$ cat src/hw/loop_diag_defs.vh
// Constants for the remote loopback and pattern test control block.
// Assumes a 250 MHz unit clock; register offsets are AXI4-Lite byte addresses.
`ifndef LOOP_DIAG_DEFS_VH
`define LOOP_DIAG_DEFS_VH

// ****************************************************************
// Register offsets
// ****************************************************************
`define REG_CTRL        8'h00
`define REG_STATUS      8'h04
`define REG_ERRCNT      8'h08
`define REG_TIMEOUT     8'h0c

// ****************************************************************
// Control register fields
// ****************************************************************
`define CTRL_LOOP_START   0
`define CTRL_LOOP_STOP    1
`define CTRL_PAT_SEND     2
`define CTRL_ERR_INSERT   3
`define CTRL_V54_ENABLE   4
`define CTRL_LOOP_TYPE    5
`define CTRL_TXCLK_SEL    6
`define CTRL_LOCAL_LOOP   7
`define CTRL_PAT_SEL_LO   8
`define CTRL_RESET_VAL    32'h0000_0010

// ****************************************************************
// Pattern selections
// ****************************************************************
`define PAT_QRSS        2'h0
`define PAT_511         2'h1
`define PAT_2047        2'h2

// ****************************************************************
// Timing
// ****************************************************************
`define CLK_HZ          250000000
`define PREP_SECONDS    3
`define CARRIER_ZEROS   255
`define TIMEOUT_DEFAULT 4'h3

`endif

$ cat src/hw/loop_diag.v
// Remote loopback negotiation, test pattern generation and checking, carrier loss.
// Assumes all line and terminal bits are synchronous to aclk with a bit strobe.
// Summary of operation
// - Initiator sends preparatory pattern about two to five seconds.
// - Initiator then waits for acknowledge, forever if none arrives.
// - Acknowledge leads to acknowledged, then delay, then remote test state.
// - In test state initiator holds far unit and may send pattern.
// - Stop sends terminate; no peer answer returns to idle.
// - Peer answer to terminate makes initiator send all ones, then idle.
// - Outside test, pattern may replace user data with distinct state.
// - Responder sees preparatory pattern, reports it, sends acknowledge.
// - Responder loops line data; on terminate awaits all ones, times out.
// - Responder reports off while unit is in local loop.
// - Loop type select picks in-band V.54 loop or CSU loop.
// - Generator offers QRSS, 511-bit and 2047-bit sequences.
// - Checker flags good or bit error; alert each second during errors.
// - Error insertion corrupts pattern; error indicator blinks each second.
// - Carrier loss after 255 zeros, cleared by any pulse.
// - Timeout selectable 5 to 180 minutes or never; thirty default.
// - Clock select chooses own or terminal clock for sampling terminal data.
// - Preparatory and acknowledge sequences overwrite user data; awaiting acknowledge and the delay pass user data.
// - With V.54 disabled no loop commands are sent or answered.
//
// The register offsets and the AXI4-Lite slave port were left to the implementer.
`timescale 1ns/1ps
`include "loop_diag_defs.vh"
module loop_diag #(
  parameter CLK_HZ   = `CLK_HZ,
  parameter TICK_CYC = `CLK_HZ,
  parameter PREP_CYC = `CLK_HZ * `PREP_SECONDS
) (
  input  wire        aclk,
  input  wire        aresetn,
  input  wire [7:0]  s_axi_awaddr,
  input  wire        s_axi_awvalid,
  output reg         s_axi_awready,
  input  wire [31:0] s_axi_wdata,
  input  wire [3:0]  s_axi_wstrb,
  input  wire        s_axi_wvalid,
  output reg         s_axi_wready,
  output reg  [1:0]  s_axi_bresp,
  output reg         s_axi_bvalid,
  input  wire        s_axi_bready,
  input  wire [7:0]  s_axi_araddr,
  input  wire        s_axi_arvalid,
  output reg         s_axi_arready,
  output reg  [31:0] s_axi_rdata,
  output reg  [1:0]  s_axi_rresp,
  output reg         s_axi_rvalid,
  input  wire        s_axi_rready,
  input  wire        bit_stb,
  input  wire        user_tx_bit,
  input  wire        ext_clk_stb,
  input  wire        line_rx_bit,
  input  wire        ack_detect,
  input  wire        prep_detect,
  input  wire        term_detect,
  output reg         line_tx_bit,
  output reg         loop_code_csu,
  output reg         err_led,
  output reg         alert_pulse
);

  // ****************************************************************
  // State codes
  // ****************************************************************
  localparam S_IDLE  = 4'h0, S_PREP  = 4'h1, S_WACK  = 4'h2, S_RACK  = 4'h3;
  localparam S_DELAY = 4'h4, S_TEST  = 4'h5, S_TERM  = 4'h6, S_ONES  = 4'h7;
  localparam S_RPREP = 4'h8, S_SACK  = 4'h9, S_RLOOP = 4'ha, S_RTERM = 4'hb;
  localparam S_WONES = 4'hc;
  localparam [31:0] TERM_WAIT = 32'd2;

  // ****************************************************************
  // Register file
  // ****************************************************************
  reg  [31:0] ctrl_r;
  reg  [3:0]  tout_sel_r;
  reg  [15:0] err_cnt_r;
  reg  [3:0]  state_r;
  reg         awh_r, wh_r;
  reg  [7:0]  awa_r;
  reg  [31:0] wd_r;
  reg         start_req_r, stop_req_r;
  reg         carrier_loss_r, bit_err_r;
  reg  [7:0]  ones_run_r;
  wire        pattern_send     = ctrl_r[`CTRL_PAT_SEND];
  wire        err_insert       = ctrl_r[`CTRL_ERR_INSERT];
  wire        v54_enable       = ctrl_r[`CTRL_V54_ENABLE];
  wire        loop_type_select = ctrl_r[`CTRL_LOOP_TYPE];
  wire        tx_clock_select  = ctrl_r[`CTRL_TXCLK_SEL];
  wire        local_loop       = ctrl_r[`CTRL_LOCAL_LOOP];
  wire [1:0]  pat_sel          = ctrl_r[`CTRL_PAT_SEL_LO+1:`CTRL_PAT_SEL_LO];
  wire        do_write         = awh_r && wh_r && !s_axi_bvalid;

  function [31:0] apply_strb;
    input [31:0] old_v;
    input [31:0] new_v;
    input [3:0]  strb;
    integer i;
    begin
      for (i = 0; i < 4; i = i + 1)
        apply_strb[i*8 +: 8] = strb[i] ? new_v[i*8 +: 8] : old_v[i*8 +: 8];
    end
  endfunction

  always @(posedge aclk) begin
    if (!aresetn) begin
      awh_r <= 1'b0; wh_r <= 1'b0; awa_r <= 8'h00; wd_r <= 32'h0;
      s_axi_awready <= 1'b0; s_axi_wready <= 1'b0;
      s_axi_bvalid <= 1'b0; s_axi_bresp <= 2'h0;
      ctrl_r <= `CTRL_RESET_VAL; tout_sel_r <= `TIMEOUT_DEFAULT;
      start_req_r <= 1'b0; stop_req_r <= 1'b0;
    end else begin
      start_req_r <= 1'b0;
      stop_req_r  <= 1'b0;
      s_axi_awready <= !awh_r && !s_axi_awready && s_axi_awvalid;
      s_axi_wready  <= !wh_r && !s_axi_wready && s_axi_wvalid;
      if (s_axi_awvalid && s_axi_awready) begin
        awh_r <= 1'b1; awa_r <= s_axi_awaddr;
      end
      if (s_axi_wvalid && s_axi_wready) begin
        wh_r <= 1'b1; wd_r <= apply_strb(32'h0, s_axi_wdata, s_axi_wstrb);
      end
      if (do_write) begin
        awh_r <= 1'b0; wh_r <= 1'b0; s_axi_bvalid <= 1'b1;
        s_axi_bresp <= 2'h0;
        case (awa_r)
          `REG_CTRL: begin
            // Start and stop are self-clearing command bits.
            ctrl_r <= {wd_r[31:2], 2'b00};
            start_req_r <= wd_r[`CTRL_LOOP_START];
            stop_req_r  <= wd_r[`CTRL_LOOP_STOP];
          end
          `REG_TIMEOUT: tout_sel_r <= wd_r[3:0];
          `REG_STATUS, `REG_ERRCNT: ;
          default: s_axi_bresp <= 2'h2;
        endcase
      end else if (s_axi_bvalid && s_axi_bready)
        s_axi_bvalid <= 1'b0;
    end
  end

  always @(posedge aclk) begin
    if (!aresetn) begin
      s_axi_arready <= 1'b0; s_axi_rvalid <= 1'b0;
      s_axi_rdata <= 32'h0; s_axi_rresp <= 2'h0;
    end else begin
      s_axi_arready <= !s_axi_arready && !s_axi_rvalid && s_axi_arvalid;
      if (s_axi_arvalid && s_axi_arready) begin
        s_axi_rvalid <= 1'b1;
        s_axi_rresp  <= 2'h0;
        case (s_axi_araddr)
          `REG_CTRL:    s_axi_rdata <= ctrl_r;
          `REG_STATUS:  s_axi_rdata <= {25'h0, bit_err_r, carrier_loss_r,
                                        status_code(state_r)};
          `REG_ERRCNT:  s_axi_rdata <= {16'h0, err_cnt_r};
          `REG_TIMEOUT: s_axi_rdata <= {28'h0, tout_sel_r};
          default: begin
            s_axi_rdata <= 32'h0; s_axi_rresp <= 2'h2;
          end
        endcase
      end else if (s_axi_rvalid && s_axi_rready)
        s_axi_rvalid <= 1'b0;
    end
  end

  // ****************************************************************
  // Reported state: pattern and local loop overlay the machine
  // ****************************************************************
  function [4:0] status_code;
    input [3:0] st;
    begin
      if (local_loop && st == S_IDLE)
        status_code = 5'h10;
      else if (st == S_TEST && pattern_send)
        status_code = 5'h0e;
      else if (st == S_IDLE && pattern_send)
        status_code = 5'h0d;
      else
        status_code = {1'b0, st};
    end
  endfunction

  // ****************************************************************
  // Timebase, timeout lookup and counters
  // ****************************************************************
  reg  [31:0] tick_cnt_r;
  reg         tick_r;
  reg  [31:0] phase_cnt_r;
  reg  [13:0] loop_sec_r;
  wire [7:0]  tout_min;

  timeout_rom u_rom (
    .aclk    (aclk),
    .sel     (tout_sel_r),
    .minutes (tout_min)
  );

  wire looping  = (state_r == S_TEST) || (state_r == S_RLOOP);
  wire tout_hit = looping && tout_min != 8'h00 &&
                  loop_sec_r >= {tout_min, 6'h0} - {4'h0, tout_min, 2'h0};

  always @(posedge aclk) begin
    if (!aresetn) begin
      tick_cnt_r <= 32'h0; tick_r <= 1'b0;
    end else begin
      tick_r <= (tick_cnt_r == TICK_CYC - 1);
      tick_cnt_r <= (tick_cnt_r == TICK_CYC - 1) ? 32'h0 : tick_cnt_r + 32'h1;
    end
  end

  // ****************************************************************
  // Loop negotiation machine
  // ****************************************************************
  reg [3:0] state_nxt;
  always @* begin
    state_nxt = state_r;
    case (state_r)
      S_IDLE:
        if (start_req_r && v54_enable && !local_loop)
          state_nxt = S_PREP;
        else if (prep_detect && v54_enable && !local_loop)
          state_nxt = S_RPREP;
      S_PREP:  if (phase_cnt_r >= PREP_CYC - 1) state_nxt = S_WACK;
      S_WACK:  if (ack_detect) state_nxt = S_RACK;
      S_RACK:  state_nxt = S_DELAY;
      // Timed waits last at least one whole tick, so a tick just after entry cannot cut them.
      S_DELAY: if (tick_r && phase_cnt_r != 32'h0) state_nxt = S_TEST;
      S_TEST:  if (stop_req_r || tout_hit) state_nxt = S_TERM;
      S_TERM:
        if (ack_detect) state_nxt = S_ONES;
        else if (phase_cnt_r >= TERM_WAIT) state_nxt = S_IDLE;
      S_ONES:  if (tick_r && phase_cnt_r != 32'h0) state_nxt = S_IDLE;
      S_RPREP: if (!prep_detect) state_nxt = S_SACK;
      S_SACK:  if (tick_r && phase_cnt_r != 32'h0) state_nxt = S_RLOOP;
      S_RLOOP:
        if (term_detect) state_nxt = S_RTERM;
        else if (tout_hit) state_nxt = S_IDLE;
      S_RTERM: if (!term_detect) state_nxt = S_WONES;
      S_WONES:
        if (ones_run_r >= 8'hff || phase_cnt_r >= TERM_WAIT)
          state_nxt = S_IDLE;
      default: state_nxt = S_IDLE;
    endcase
    if (!v54_enable && state_r != S_IDLE)
      state_nxt = S_IDLE;
  end

  always @(posedge aclk) begin
    if (!aresetn) begin
      state_r <= S_IDLE; phase_cnt_r <= 32'h0; loop_sec_r <= 14'h0;
    end else begin
      state_r <= state_nxt;
      // Phases in PREP count cycles; later phases count seconds.
      if (state_nxt != state_r)
        phase_cnt_r <= 32'h0;
      else if (state_r == S_PREP || tick_r)
        phase_cnt_r <= phase_cnt_r + 32'h1;
      if (!looping)
        loop_sec_r <= 14'h0;
      else if (tick_r)
        loop_sec_r <= loop_sec_r + 14'h1;
    end
  end

  // ****************************************************************
  // Pattern generator and checker
  // ****************************************************************
  function [10:0] prbs_step;
    input [10:0] s;
    input [1:0]  sel;
    begin
      case (sel)
        `PAT_511:  prbs_step = {2'b00, s[7:0], s[8] ^ s[4]};
        `PAT_2047: prbs_step = {s[9:0], s[10] ^ s[8]};
        default:   prbs_step = {s[9:0], s[10] ^ s[8] ^ s[0]};
      endcase
    end
  endfunction

  reg  [10:0] gen_r, chk_r;
  reg  [7:0]  zero_run_r;
  reg         err_pend_r, user_bit_r, sec_err_r;
  wire        pat_bit = (pat_sel == `PAT_511) ? gen_r[8] : gen_r[10];
  // Each bit is predicted from the bits already received, so the checker locks on
  // within one register length whatever the loop delay is.
  wire [10:0] chk_pred = prbs_step(chk_r, pat_sel);
  wire        chk_exp  = chk_pred[0];
  wire        pat_on  = pattern_send && (state_r == S_IDLE || state_r == S_TEST);

  always @(posedge aclk) begin
    if (!aresetn) begin
      // The three-tap QRSS feedback holds all ones forever, so the seed is a lone one.
      gen_r <= 11'h001; chk_r <= 11'h7ff; zero_run_r <= 8'h00;
      ones_run_r <= 8'h00; carrier_loss_r <= 1'b0; bit_err_r <= 1'b0;
      err_cnt_r <= 16'h0; line_tx_bit <= 1'b1; loop_code_csu <= 1'b0;
      err_led <= 1'b0; alert_pulse <= 1'b0; err_pend_r <= 1'b0;
      user_bit_r <= 1'b0; sec_err_r <= 1'b0;
    end else begin
      alert_pulse <= 1'b0;
      loop_code_csu <= loop_type_select;
      // Terminal data is latched on whichever clock the terminal launches on.
      if (tx_clock_select ? ext_clk_stb : bit_stb)
        user_bit_r <= user_tx_bit;
      if (tick_r) begin
        err_led <= err_insert ? ~err_led : 1'b0;
        alert_pulse <= sec_err_r;
        sec_err_r <= 1'b0;
      end
      // A tick seldom meets a bit strobe, so the error to be injected waits for one.
      err_pend_r <= err_insert && (bit_stb && pat_on ? 1'b0 : (err_pend_r | tick_r));
      if (bit_stb) begin
        gen_r <= prbs_step(gen_r, pat_sel);
        chk_r <= {chk_r[9:0], line_rx_bit};
        if (line_rx_bit) begin
          zero_run_r <= 8'h00;
          carrier_loss_r <= 1'b0;
          ones_run_r <= (ones_run_r == 8'hff) ? ones_run_r : ones_run_r + 8'h1;
        end else begin
          ones_run_r <= 8'h00;
          if (zero_run_r == `CARRIER_ZEROS - 1)
            carrier_loss_r <= 1'b1;
          if (zero_run_r != 8'hff)
            zero_run_r <= zero_run_r + 8'h1;
        end
        if (pat_on) begin
          bit_err_r <= line_rx_bit != chk_exp;
          if (line_rx_bit != chk_exp) begin
            sec_err_r <= 1'b1;
            err_cnt_r <= err_cnt_r + 16'h1;
          end
        end
        case (state_r)
          S_PREP, S_SACK, S_TERM: line_tx_bit <= pat_bit;
          S_ONES:  line_tx_bit <= 1'b1;
          S_RLOOP: line_tx_bit <= line_rx_bit;
          default:
            // One error bit is injected at the first bit after each one-second tick.
            line_tx_bit <= pat_on ? (pat_bit ^ (err_insert & (err_pend_r | tick_r)))
                                  : user_bit_r;
        endcase
      end
    end
  end

endmodule // loop_diag

$ cat src/hw/timeout_rom.v
// Small lookup memory: loop timeout selection to minutes, registered output.
// Assumes one clock; the read datum appears one edge after the index.
`timescale 1ns/1ps
module timeout_rom (
  input  wire       aclk,
  input  wire [3:0] sel,
  output reg  [7:0] minutes
);
  always @(posedge aclk) begin
    case (sel)
      4'h0:    minutes <= 8'h05;
      4'h1:    minutes <= 8'h0a;
      4'h2:    minutes <= 8'h0f;
      4'h3:    minutes <= 8'h1e;
      4'h4:    minutes <= 8'h2d;
      4'h5:    minutes <= 8'h3c;
      4'h6:    minutes <= 8'h5a;
      4'h7:    minutes <= 8'h78;
      4'h8:    minutes <= 8'hb4;
      default: minutes <= 8'h00;
    endcase
  end
endmodule // timeout_rom

$ cat config.mk
export PLATFORM = sky130hd
export DESIGN_NAME = loop_diag
export DESIGN_NICKNAME = d
export VERILOG_FILES = /design/src/hw/loop_diag.v /design/src/hw/timeout_rom.v
export VERILOG_INCLUDE_DIRS = /design/src /design/src/hw
export SDC_FILE = /design/constraint.sdc
export NUM_CORES = 1
export LEC_CHECK = 0
export BUFFER_PORTS_ARGS = -buffer_cell sky130_fd_sc_hd__buf_2
export CORE_MARGIN = 2
export CORE_UTILIZATION = 50
export DETAILED_ROUTE_END_ITERATION = 10
export PLACE_DENSITY = 0.78
export SYNTH_ARGS = -nofsm -noshare
export SYNTH_HDL_FRONTEND = slang
export SYNTH_SLANG_ARGS = --single-unit
$ cat constraint.sdc
create_clock -name aclk -period 3.5 [get_ports aclk]
set_input_delay 0.35 -clock aclk [delete_from_list [all_inputs] [get_ports aclk]]
set_output_delay 0.35 -clock aclk [all_outputs]
set_load 0.01 [all_outputs]
==> metrics.md, run 1 <==
| Metric | Value |
|---|---|
| Status | complete, but fails checks |
| CP startpoint kind | flop |
| Clock Power Share | approximately 46% |
| Final worst slack | -0.103 ns |
| Final wirelength | roughly 32,000 um |
| Clock Skews | around 0.014 ns |
| Worst vdd ir | around 0.33 mV |
| H-Tree Depth | 1 |
| Total grt overflow | 0 |
| Num CTS Buffers | 29 |
| Vias per inst | roughly 5.7 |
| DRT antenna net count | 0 |
| Hold Path Class | input pin to flop |
| Terminus of the critical flop-to-flop path | phase_cnt_r[26] |
| IO Count | 111 |
| Crit path max fanout | 17 |
| Primary FF master, synth | dfxtp_1 |
| Starting Density | roughly 51% |
| DRT iter0 DRCs | 760 |
| Yosys top cell area share | between 40% and 50% |
| R2R setup slack | -0.10 ns |
| HPWL after DPL | around 21,000 um |
| Sw power | approximately 1.5 mW |
| Slew HR | 22.7% |
| First-pass GRT wire length | 51,400 um |
| Vias | around 11,000 |
| Pleak | 5.50 nW |
| R2r startpoint | u_rom.minutes[0] |
| Core area | 0.0250 mm2 |
| Avg Cell Area, Syn | between 8 and 9 um2 |
| Place WS | -0.211 ns |
| Die height | roughly 160 um |
| Number of sinks on the clock net | roughly 270 |
| WHS Path Cells | 3 |
| Total GRT Usage | about 23% |
| Fin crit period | between 3 and 4 ns |
| Power density cells | 438 mW/mm2 |
| Reg2Reg Depth | 18 |
| Flops & latches, synth | about 270 |
| Crit share post-route | 103% |
| Main area contributors after synthesis | dfxtp_1 43%, nand2_1 5.9%, a21oi_1 4.9%, nor2_1 4.6%, nand3_1 4.1% |
| Root Driver | clkbuf_16 |
| CP Capture Type | flop |
| Post-synth ARST share | 0% |
| Largest net degree at the start of global routing | 94 |
| Drt pass-1 iters | 7 |
| Register share of total power | 48.3% |
| Sink of the worst hold path | s_axi_wready |
| Area Overhead vs Synth | 17.5% |
| I/O Buffers | roughly 110 |
| Clock transition at path regs | around 0.06 ns |
| Initial antenna violation count | 1 |
| Post-Syn Instances | 1,489 |
| Min-delay src | s_axi_wvalid |
| Final Hold Fails | 0 |
| Slew Viols, Final | 0 |
| Number of global-route vias before repair | around 10,000 |
| Register area share after synthesis | ~43% |
| GPL Wtd Cong | 0.874 |
| Hold Slack | ~0.046 ns |
| Worst EP required | ~4.0 ns |
| Total of max-cap violations | 0 |
| Slew @ Worst Pin | around 1.2 ns |
| DRC | 0 |
| Yosys top cell by area | dfxtp_1 |
| Die area | roughly 0.027 mm2 |
| Horiz. Die Dim | 163 um |
| Combinational Power Share | under 10% |
| CP arrival | 4.05 ns |
| Number of synthesized flops with an enable pin | 0 |
| Nets | between 1,500 and 2,000 |
| Failing checks | negative setup slack |
| RSZ-0062 raised after global routing | true |
| CTS tree | yes |
| Std-Cell Rows | 58 |
| Mapped Area | about 0.013 mm2 |
| Sw frac | between 20% and 30% |
| Hold buffers post-CTS | 0 |
| Layout cells sized above 1 | roughly 17% |
| Yosys warns | 0 |
| Crit Path Class | flop to flop |
| DR WL/cell | between 15 and 20 um |
| Max Buffers Root-to-Sink | 3 |
| Int Power | around 5 mW |
| Highest Clock Rate | around 280 MHz |
| Worst-skew pair later-pin latency | approximately 0.54 ns |
| Final setup fails | 32 |
| Cell variety after synth | 85 |
==> critical path, stage by stage, from the launching register on <==
cell      delay, ns
dfxtp_4        0.37
ha_4           0.26
buf_6          0.11
a21o_1         0.18
a21oi_2        0.14
o21bai_1       0.11
a21o_1         0.20
nor3_2         0.16
xnor2_1        0.10
ha_1           0.32
and4_4         0.27
o311ai_4       0.12
a21boi_2       0.19
buf_4          0.14
mux2i_1        0.18
buf_4          0.15
nor3_4         0.05
buf_12         0.17
nor4_2         0.28
==> worst max path at each step <==
stage / cells after the start / endpoint / slack (ns) / start
6_report: 18 / phase_cnt_r[26] / -0.10 / u_rom.minutes[0]
4_1_cts: 19 / phase_cnt_r[22] / -0.04 / u_rom.minutes[0]
5_1_grt: 17 / phase_cnt_r[6] / -0.26 / u_rom.minutes[0]
2_1_floorplan: 17 / phase_cnt_r[18] / -0.004 / u_rom.minutes[4]
3_3_place_gp: 18 / phase_cnt_r[28] / -0.07 / u_rom.minutes[0]
3_5_place_dp: 18 / phase_cnt_r[29] / -0.21 / u_rom.minutes[0]
==> synth_stat cells (23+ instances only) <==
cell / instances
a21oi_1: 125
and3_1: 28
clkbuf_1: 63
dfxtp_1: 271
ha_1: 29
inv_1: 36
mux2i_1: 40
nand2_1: 199
nand3_1: 103
nand4_1: 25
nor2_1: 154
nor3_1: 23
nor4_2: 30
o21ai_0: 36
xnor2_1: 42
xor2_1: 58
==> flip-flops by register name, summed over array words and instances (netlist names), 4 cells and up <==
| signal | count |
|---|---|
| phase_cnt_r | 32 |
| s_axi_rdata | 32 |
| tick_cnt_r | 32 |
| wd_r | 32 |
| ctrl_r | 30 |
| err_cnt_r | 16 |
| loop_sec_r | 14 |
| chk_r | 11 |
| gen_r | 11 |
| awa_r | 8 |
| ones_run_r | 8 |
| u_rom.minutes | 8 |
| zero_run_r | 8 |
| state_r | 4 |
| tout_sel_r | 4 |
==> stage by stage <==
step           setup TNS (ns)  util (%)  instance area, um2  std cells  total power, mW
2_1_floorplan          -0.124         -               12700       1490             3.42
3_3_place_gp            -1.94      54.1               13500       1866             3.52
3_5_place_dp            -5.58      54.1               13500       1866             3.53
4_1_cts                -0.782      59.2               14800       1925             6.54
5_1_grt                 -7.58      59.5               14900       1927             6.72
6_report                -2.72      59.5               14900       1927             6.52
==> per-layer routing <==
metal / vias up / global-route usage [%] / share of wire (%)
li1: 5369 / - / -
met1: 5266 / 29.5 / 43
met2: 333 / 39.5 / 48
met3: 68 / 3.91 / 6.0
met4: 0 / 8.41 / 2.9
met5: - / 0 / 0
==> cell families after synthesis <==
family / synth area share (%)
AOI/OAI and AO/OA: 12.8
xor gates and xnor gates: 6.91
adders and majority gates: 2.86
buffers and inverters: 4.19
DFF: 42.8
muxes: 3.25
other: 0.0296
and+or+nand+nor: 27.2
==> power by group through the flow <==
stage | clock network, mW | registers (mW) | logic [mW]
after detailed placement | 0 | 3.21 | 0.317
after floorplan | 0 | 3.20 | 0.224
after CTS | 3.03 | 3.15 | 0.364
after global placement | 0 | 3.21 | 0.312
after global routing | 3.16 | 3.15 | 0.403
final | 3.00 | 3.15 | 0.374
==> layout make-up <==
type / instances / area, um2
well taps: 330 / 413
clock buffers: 43 / 858
clock inverters: 8 / 80.1
flip-flops and latches: 271 / 5430
multi-input cells: 1092 / 7000
inverters: 37 / 144
fillers: 2118 / 10100
repair buffers: 145 / 957
diodes: 1 / 2.50
==> repair_timing <==
| action | CTS | global route |
|---|---|---|
| pin swaps | 21 | 7 |
| gates cloned | 3 | 0 |
| gates resized for setup | 44 | 10 |
| endpoints found under the setup margin | 32 | 32 |
| buffers inserted | 5 | 1 |
==> placed cells by master, fill, tap and decap left out, types with 9 or more instances in the layout <==
| cell type | synthesis | layout |
|---|---|---|
| xor2_1 | 58 | 58 |
| dfxtp_1 | 271 | 268 |
| nand4_1 | 25 | 25 |
| nor4_2 | 30 | 19 |
| mux2i_1 | 40 | 40 |
| nand3_1 | 103 | 103 |
| buf_4 | 5 | 27 |
| inv_1 | 36 | 34 |
| nor3_1 | 23 | 18 |
| nor4_4 | 3 | 16 |
| xnor2_1 | 42 | 42 |
| a21oi_1 | 125 | 123 |
| nor2_1 | 154 | 153 |
| clkbuf_16 | 0 | 29 |
| and2_1 | 13 | 13 |
| or3_1 | 11 | 11 |
| and3_1 | 28 | 28 |
| a211oi_1 | 11 | 9 |
| nand2b_1 | 15 | 15 |
| nor2b_1 | 10 | 9 |
| nand2_1 | 199 | 199 |
| a22oi_1 | 14 | 14 |
| ha_1 | 29 | 27 |
| buf_2 | 11 | 108 |
| o21ai_0 | 36 | 35 |
| a21o_1 | 9 | 9 |
| a22o_1 | 10 | 10 |
Note: power is estimated with default switching activity, not from simulation.
==> run 2: changes to the inputs <==
Settings changed: CORE_UTILIZATION 50 to 40, PLACE_DENSITY 0.78 to 0.66.
==> run 2 against run 1 <==
  * The run still ends with negative setup slack left
  * Register-to-register slack worse by 0.06 ns
  * Sequential power about the same
  * Maximum frequency decreased by 1.6%
  * Wire length up 0.63%
  * Utilization fell by 12 points
  * Cell count increased by 4.0%
  * Sequential share of layout area down 0.41 points
  * Critical path depth is 1 higher
  * First-iteration DRC count shrank 25%
  * Clock power about the same
  * Clock skew decreased by 0.0028 ns
  * Worst hold slack got worse by 0.014 ns
  * Largest power group unchanged
  * Highest routed layer unchanged
==> metrics.md, run 2 (synthesis results as in run 1) <==
| Metric | Value |
|---|---|
| CP arrival | about 4 ns |
| Vias per inst | ~5.3 |
| Num CTS Buffers | 29 |
| GPL Wtd Cong | 0.842 |
| Total grt overflow | 0 |
| HPWL after DPL | approximately 22,000 um |
| WP buf/inv | 3 |
| Worst-skew pair later-pin latency | 0.55 ns |
| Most common cell after layout, fill and taps aside | dfxtp_1 |
| Nets | 1,676 |
| Worst vdd ir | between 0.3 and 0.4 mV |
| Final worst slack | -0.160 ns |
| CP cell instances | inv_1 -> ha_4 -> nor3b_4 -> a21o_1 -> a21oi_2 -> o21bai_1 -> a21o_1 -> nor3_2 -> xnor2_1 -> ha_1 -> o21ai_2 -> nor2_2 -> a211oi_2 -> a21boi_2 -> a211oi_2 -> o2111ai_4 -> buf_6 -> buf_16 -> nor4_2 |
| Starting Density | 40.4% |
| Status | complete, but fails checks |
| Power density cells | between 400 and 500 mW/mm2 |
| Std-Cell Rows | 65 |
| Horiz. Die Dim | 182 um |
| Max Buffers Root-to-Sink | 3 |
| Crit share post-route | 105% |
| Critical Path Start | u_rom.minutes[1] |
| Number of sinks on the clock net | between 200 and 300 |
| Dpl cell area | roughly 0.014 mm2 |
| Slew HR | a little under a quarter |
| Total power | roughly 6.5 mW |
| Crit-path slowest cell | ha_1 |
| Total of max-cap violations | 0 |
| CP Depth | 19 |
| Die area | 0.0331 mm2 |
| CP startpoint kind | flop |
| Pleak | between 5 and 6 nW |
| Place WS | -0.234 ns |
| CP Capture Point | phase_cnt_r[22] |
| DRC | 0 |
| Layout cells sized above 1 | 17.5% |
| Largest net degree at the start of global routing | 66 |
| Final wirelength | 31,800 um |
| DRT iter0 DRCs | roughly 570 |
| Area Overhead vs Synth | 18.8% |
| Die height | 182 um |
| CP Capture Type | flop |
| Reg2Reg Depth | 19 |
| DR WL/cell | approximately 16 um |
| Failing checks | negative setup slack |
| Crit path max fanout | 8 |
| H-Tree Depth | 1 |
| Drt pass-1 iters | 5 |
| Terminus of the critical flop-to-flop path | phase_cnt_r[22] |
| Cell family with most CP delay | compound AO/OA/AOI/OAI gates |
| R2R setup slack | -0.16 ns |
| Most frequent cells in the layout | 269 x dfxtp_1, 199 x nand2_1, 153 x nor2_1 |
| Root Driver | clkbuf_16 |
| Crit Path Class | flop to flop |
| Worst EP required | 3.96 ns |
| I/O Buffers | approximately 110 |
| Core area | around 0.031 mm2 |
| CTS tree | yes |
| Hold buffers post-CTS | 0 |
| Fin area | approximately 0.015 mm2 |
| Final setup fails | 32 |
| R2r startpoint | u_rom.minutes[1] |
| Total GRT Usage | 18.9% |
| Number of global-route vias before repair | 10,314 |
| Initial antenna violation count | 2 |
| Fin crit period | between 3 and 4 ns |
| DRT antenna net count | 0 |
| Vias | around 11,000 |
| Slew @ Worst Pin | 1.15 ns |
| IO Count | around 110 |
| Max incr delay on CP | about 0.35 ns |
| Layout fillers | about 3,000 |
| Clock Skews | around 0.011 ns |
| RSZ-0062 raised after global routing | true |
| Final Hold Fails | 0 |
| Slew Viols, Final | 0 |
| Clock transition at path regs | around 0.06 ns |
| First-pass GRT wire length | approximately 52,000 um |
| Hold Path Class | input pin to flop |
| Highest Clock Rate | roughly 270 MHz |
[run 2: cell types whose count changed in the layout (fill, tap and decap cells not counted), sizes merged]
cell    before  now
buf        145  150
bufinv       1    2
clkbuf      43   37
clkinv       6   11
diode        1    2
[run 2: power by group]
| part | leakage, nW | internal [mW] | total (mW) | switching [mW] |
|---|---|---|---|---|
| Sequential | 2.19 | 3.11 | 3.14 | 0.0314 |
| Combinational | 2.86 | 0.147 | 0.388 | 0.241 |
| Clock | 0.468 | 1.75 | 3.01 | 1.26 |
[run 2: worst min-delay path by stage]
stage / start / depth (start not counted) / slack (ns) / end
after floorplan: wh_r / 1 / 0.42 / s_axi_wready
after global placement: wd_r[22] / 2 / 0.44 / ctrl_r[22]
after detailed placement: s_axi_rvalid / 1 / 0.44 / s_axi_arready
after CTS: s_axi_wvalid / 3 / 0.01 / s_axi_wready
after global routing: s_axi_wvalid / 3 / 0.01 / s_axi_wready
final: s_axi_wvalid / 3 / 0.03 / s_axi_wready
[run 2: layer usage]
| metal | vias up | routed length (um) | GRT usage (%) |
|---|---|---|---|
| li1 | 5368 | - | - |
| met1 | 5045 | 14800 | 25.7 |
| met2 | 221 | 14600 | 30.6 |
| met3 | 43 | 1740 | 3.67 |
| met4 | 0 | 641 | 5.39 |
| met5 | - | 0 | 0 |
[run 2: layout make-up]
| type | instances | area [um2] | share of cell area, % |
|---|---|---|---|
| Clock buffer | 37 | 796 | 5.29 |
| Timing Repair Buffer | 150 | 990 | 6.57 |
| Multi-Input combinational cell | 1092 | 7050 | 46.8 |
| Antenna cell | 2 | 5.00 | 0.0332 |
| Sequential cell | 271 | 5430 | 36.1 |
| Tap cell | 402 | 503 | 3.34 |
| Clock inverter | 14 | 139 | 0.922 |
| Inverter | 37 | 144 | 0.956 |
[run 2: what timing repair did]
| action | CTS | global route |
|---|---|---|
| pin swaps | 32 | 13 |
| gates cloned | 3 | 0 |
| gates resized for setup | 45 | 14 |
| endpoints found under the setup margin | 32 | 32 |
| setup buffers | 5 | 1 |
[run 2: worst reg2reg max path, cell delays in order (launching register included)]
cell and delay [ns]:
dfxtp_1 0.32, inv_1 0.08, ha_4 0.17, nor3b_4 0.14
a21o_1 0.20, a21oi_2 0.16, o21bai_1 0.08, a21o_1 0.21
nor3_2 0.16, xnor2_1 0.12, ha_1 0.35, o21ai_2 0.18
nor2_2 0.09, a211oi_2 0.17, a21boi_2 0.10, a211oi_2 0.30
o2111ai_4 0.21, buf_6 0.19, buf_16 0.15, nor4_2 0.20
[run 2: per-stage QoR]
| step | hold slack (ns) | utilization (%) | TNS, ns | instances |
|---|---|---|---|---|
| 6_report | 0.0318 | 48.0 | -3.88 | 2005 |
| 2_1_floorplan | 0.419 | - | -0.124 | 1490 |
| 4_1_cts | 0.0127 | 47.6 | -0.906 | 2002 |
| 3_3_place_gp | 0.437 | 43.5 | -3.26 | 1943 |
| 5_1_grt | 0.0116 | 48.0 | -9.14 | 2005 |
| 3_5_place_dp | 0.438 | 43.5 | -7.02 | 1943 |
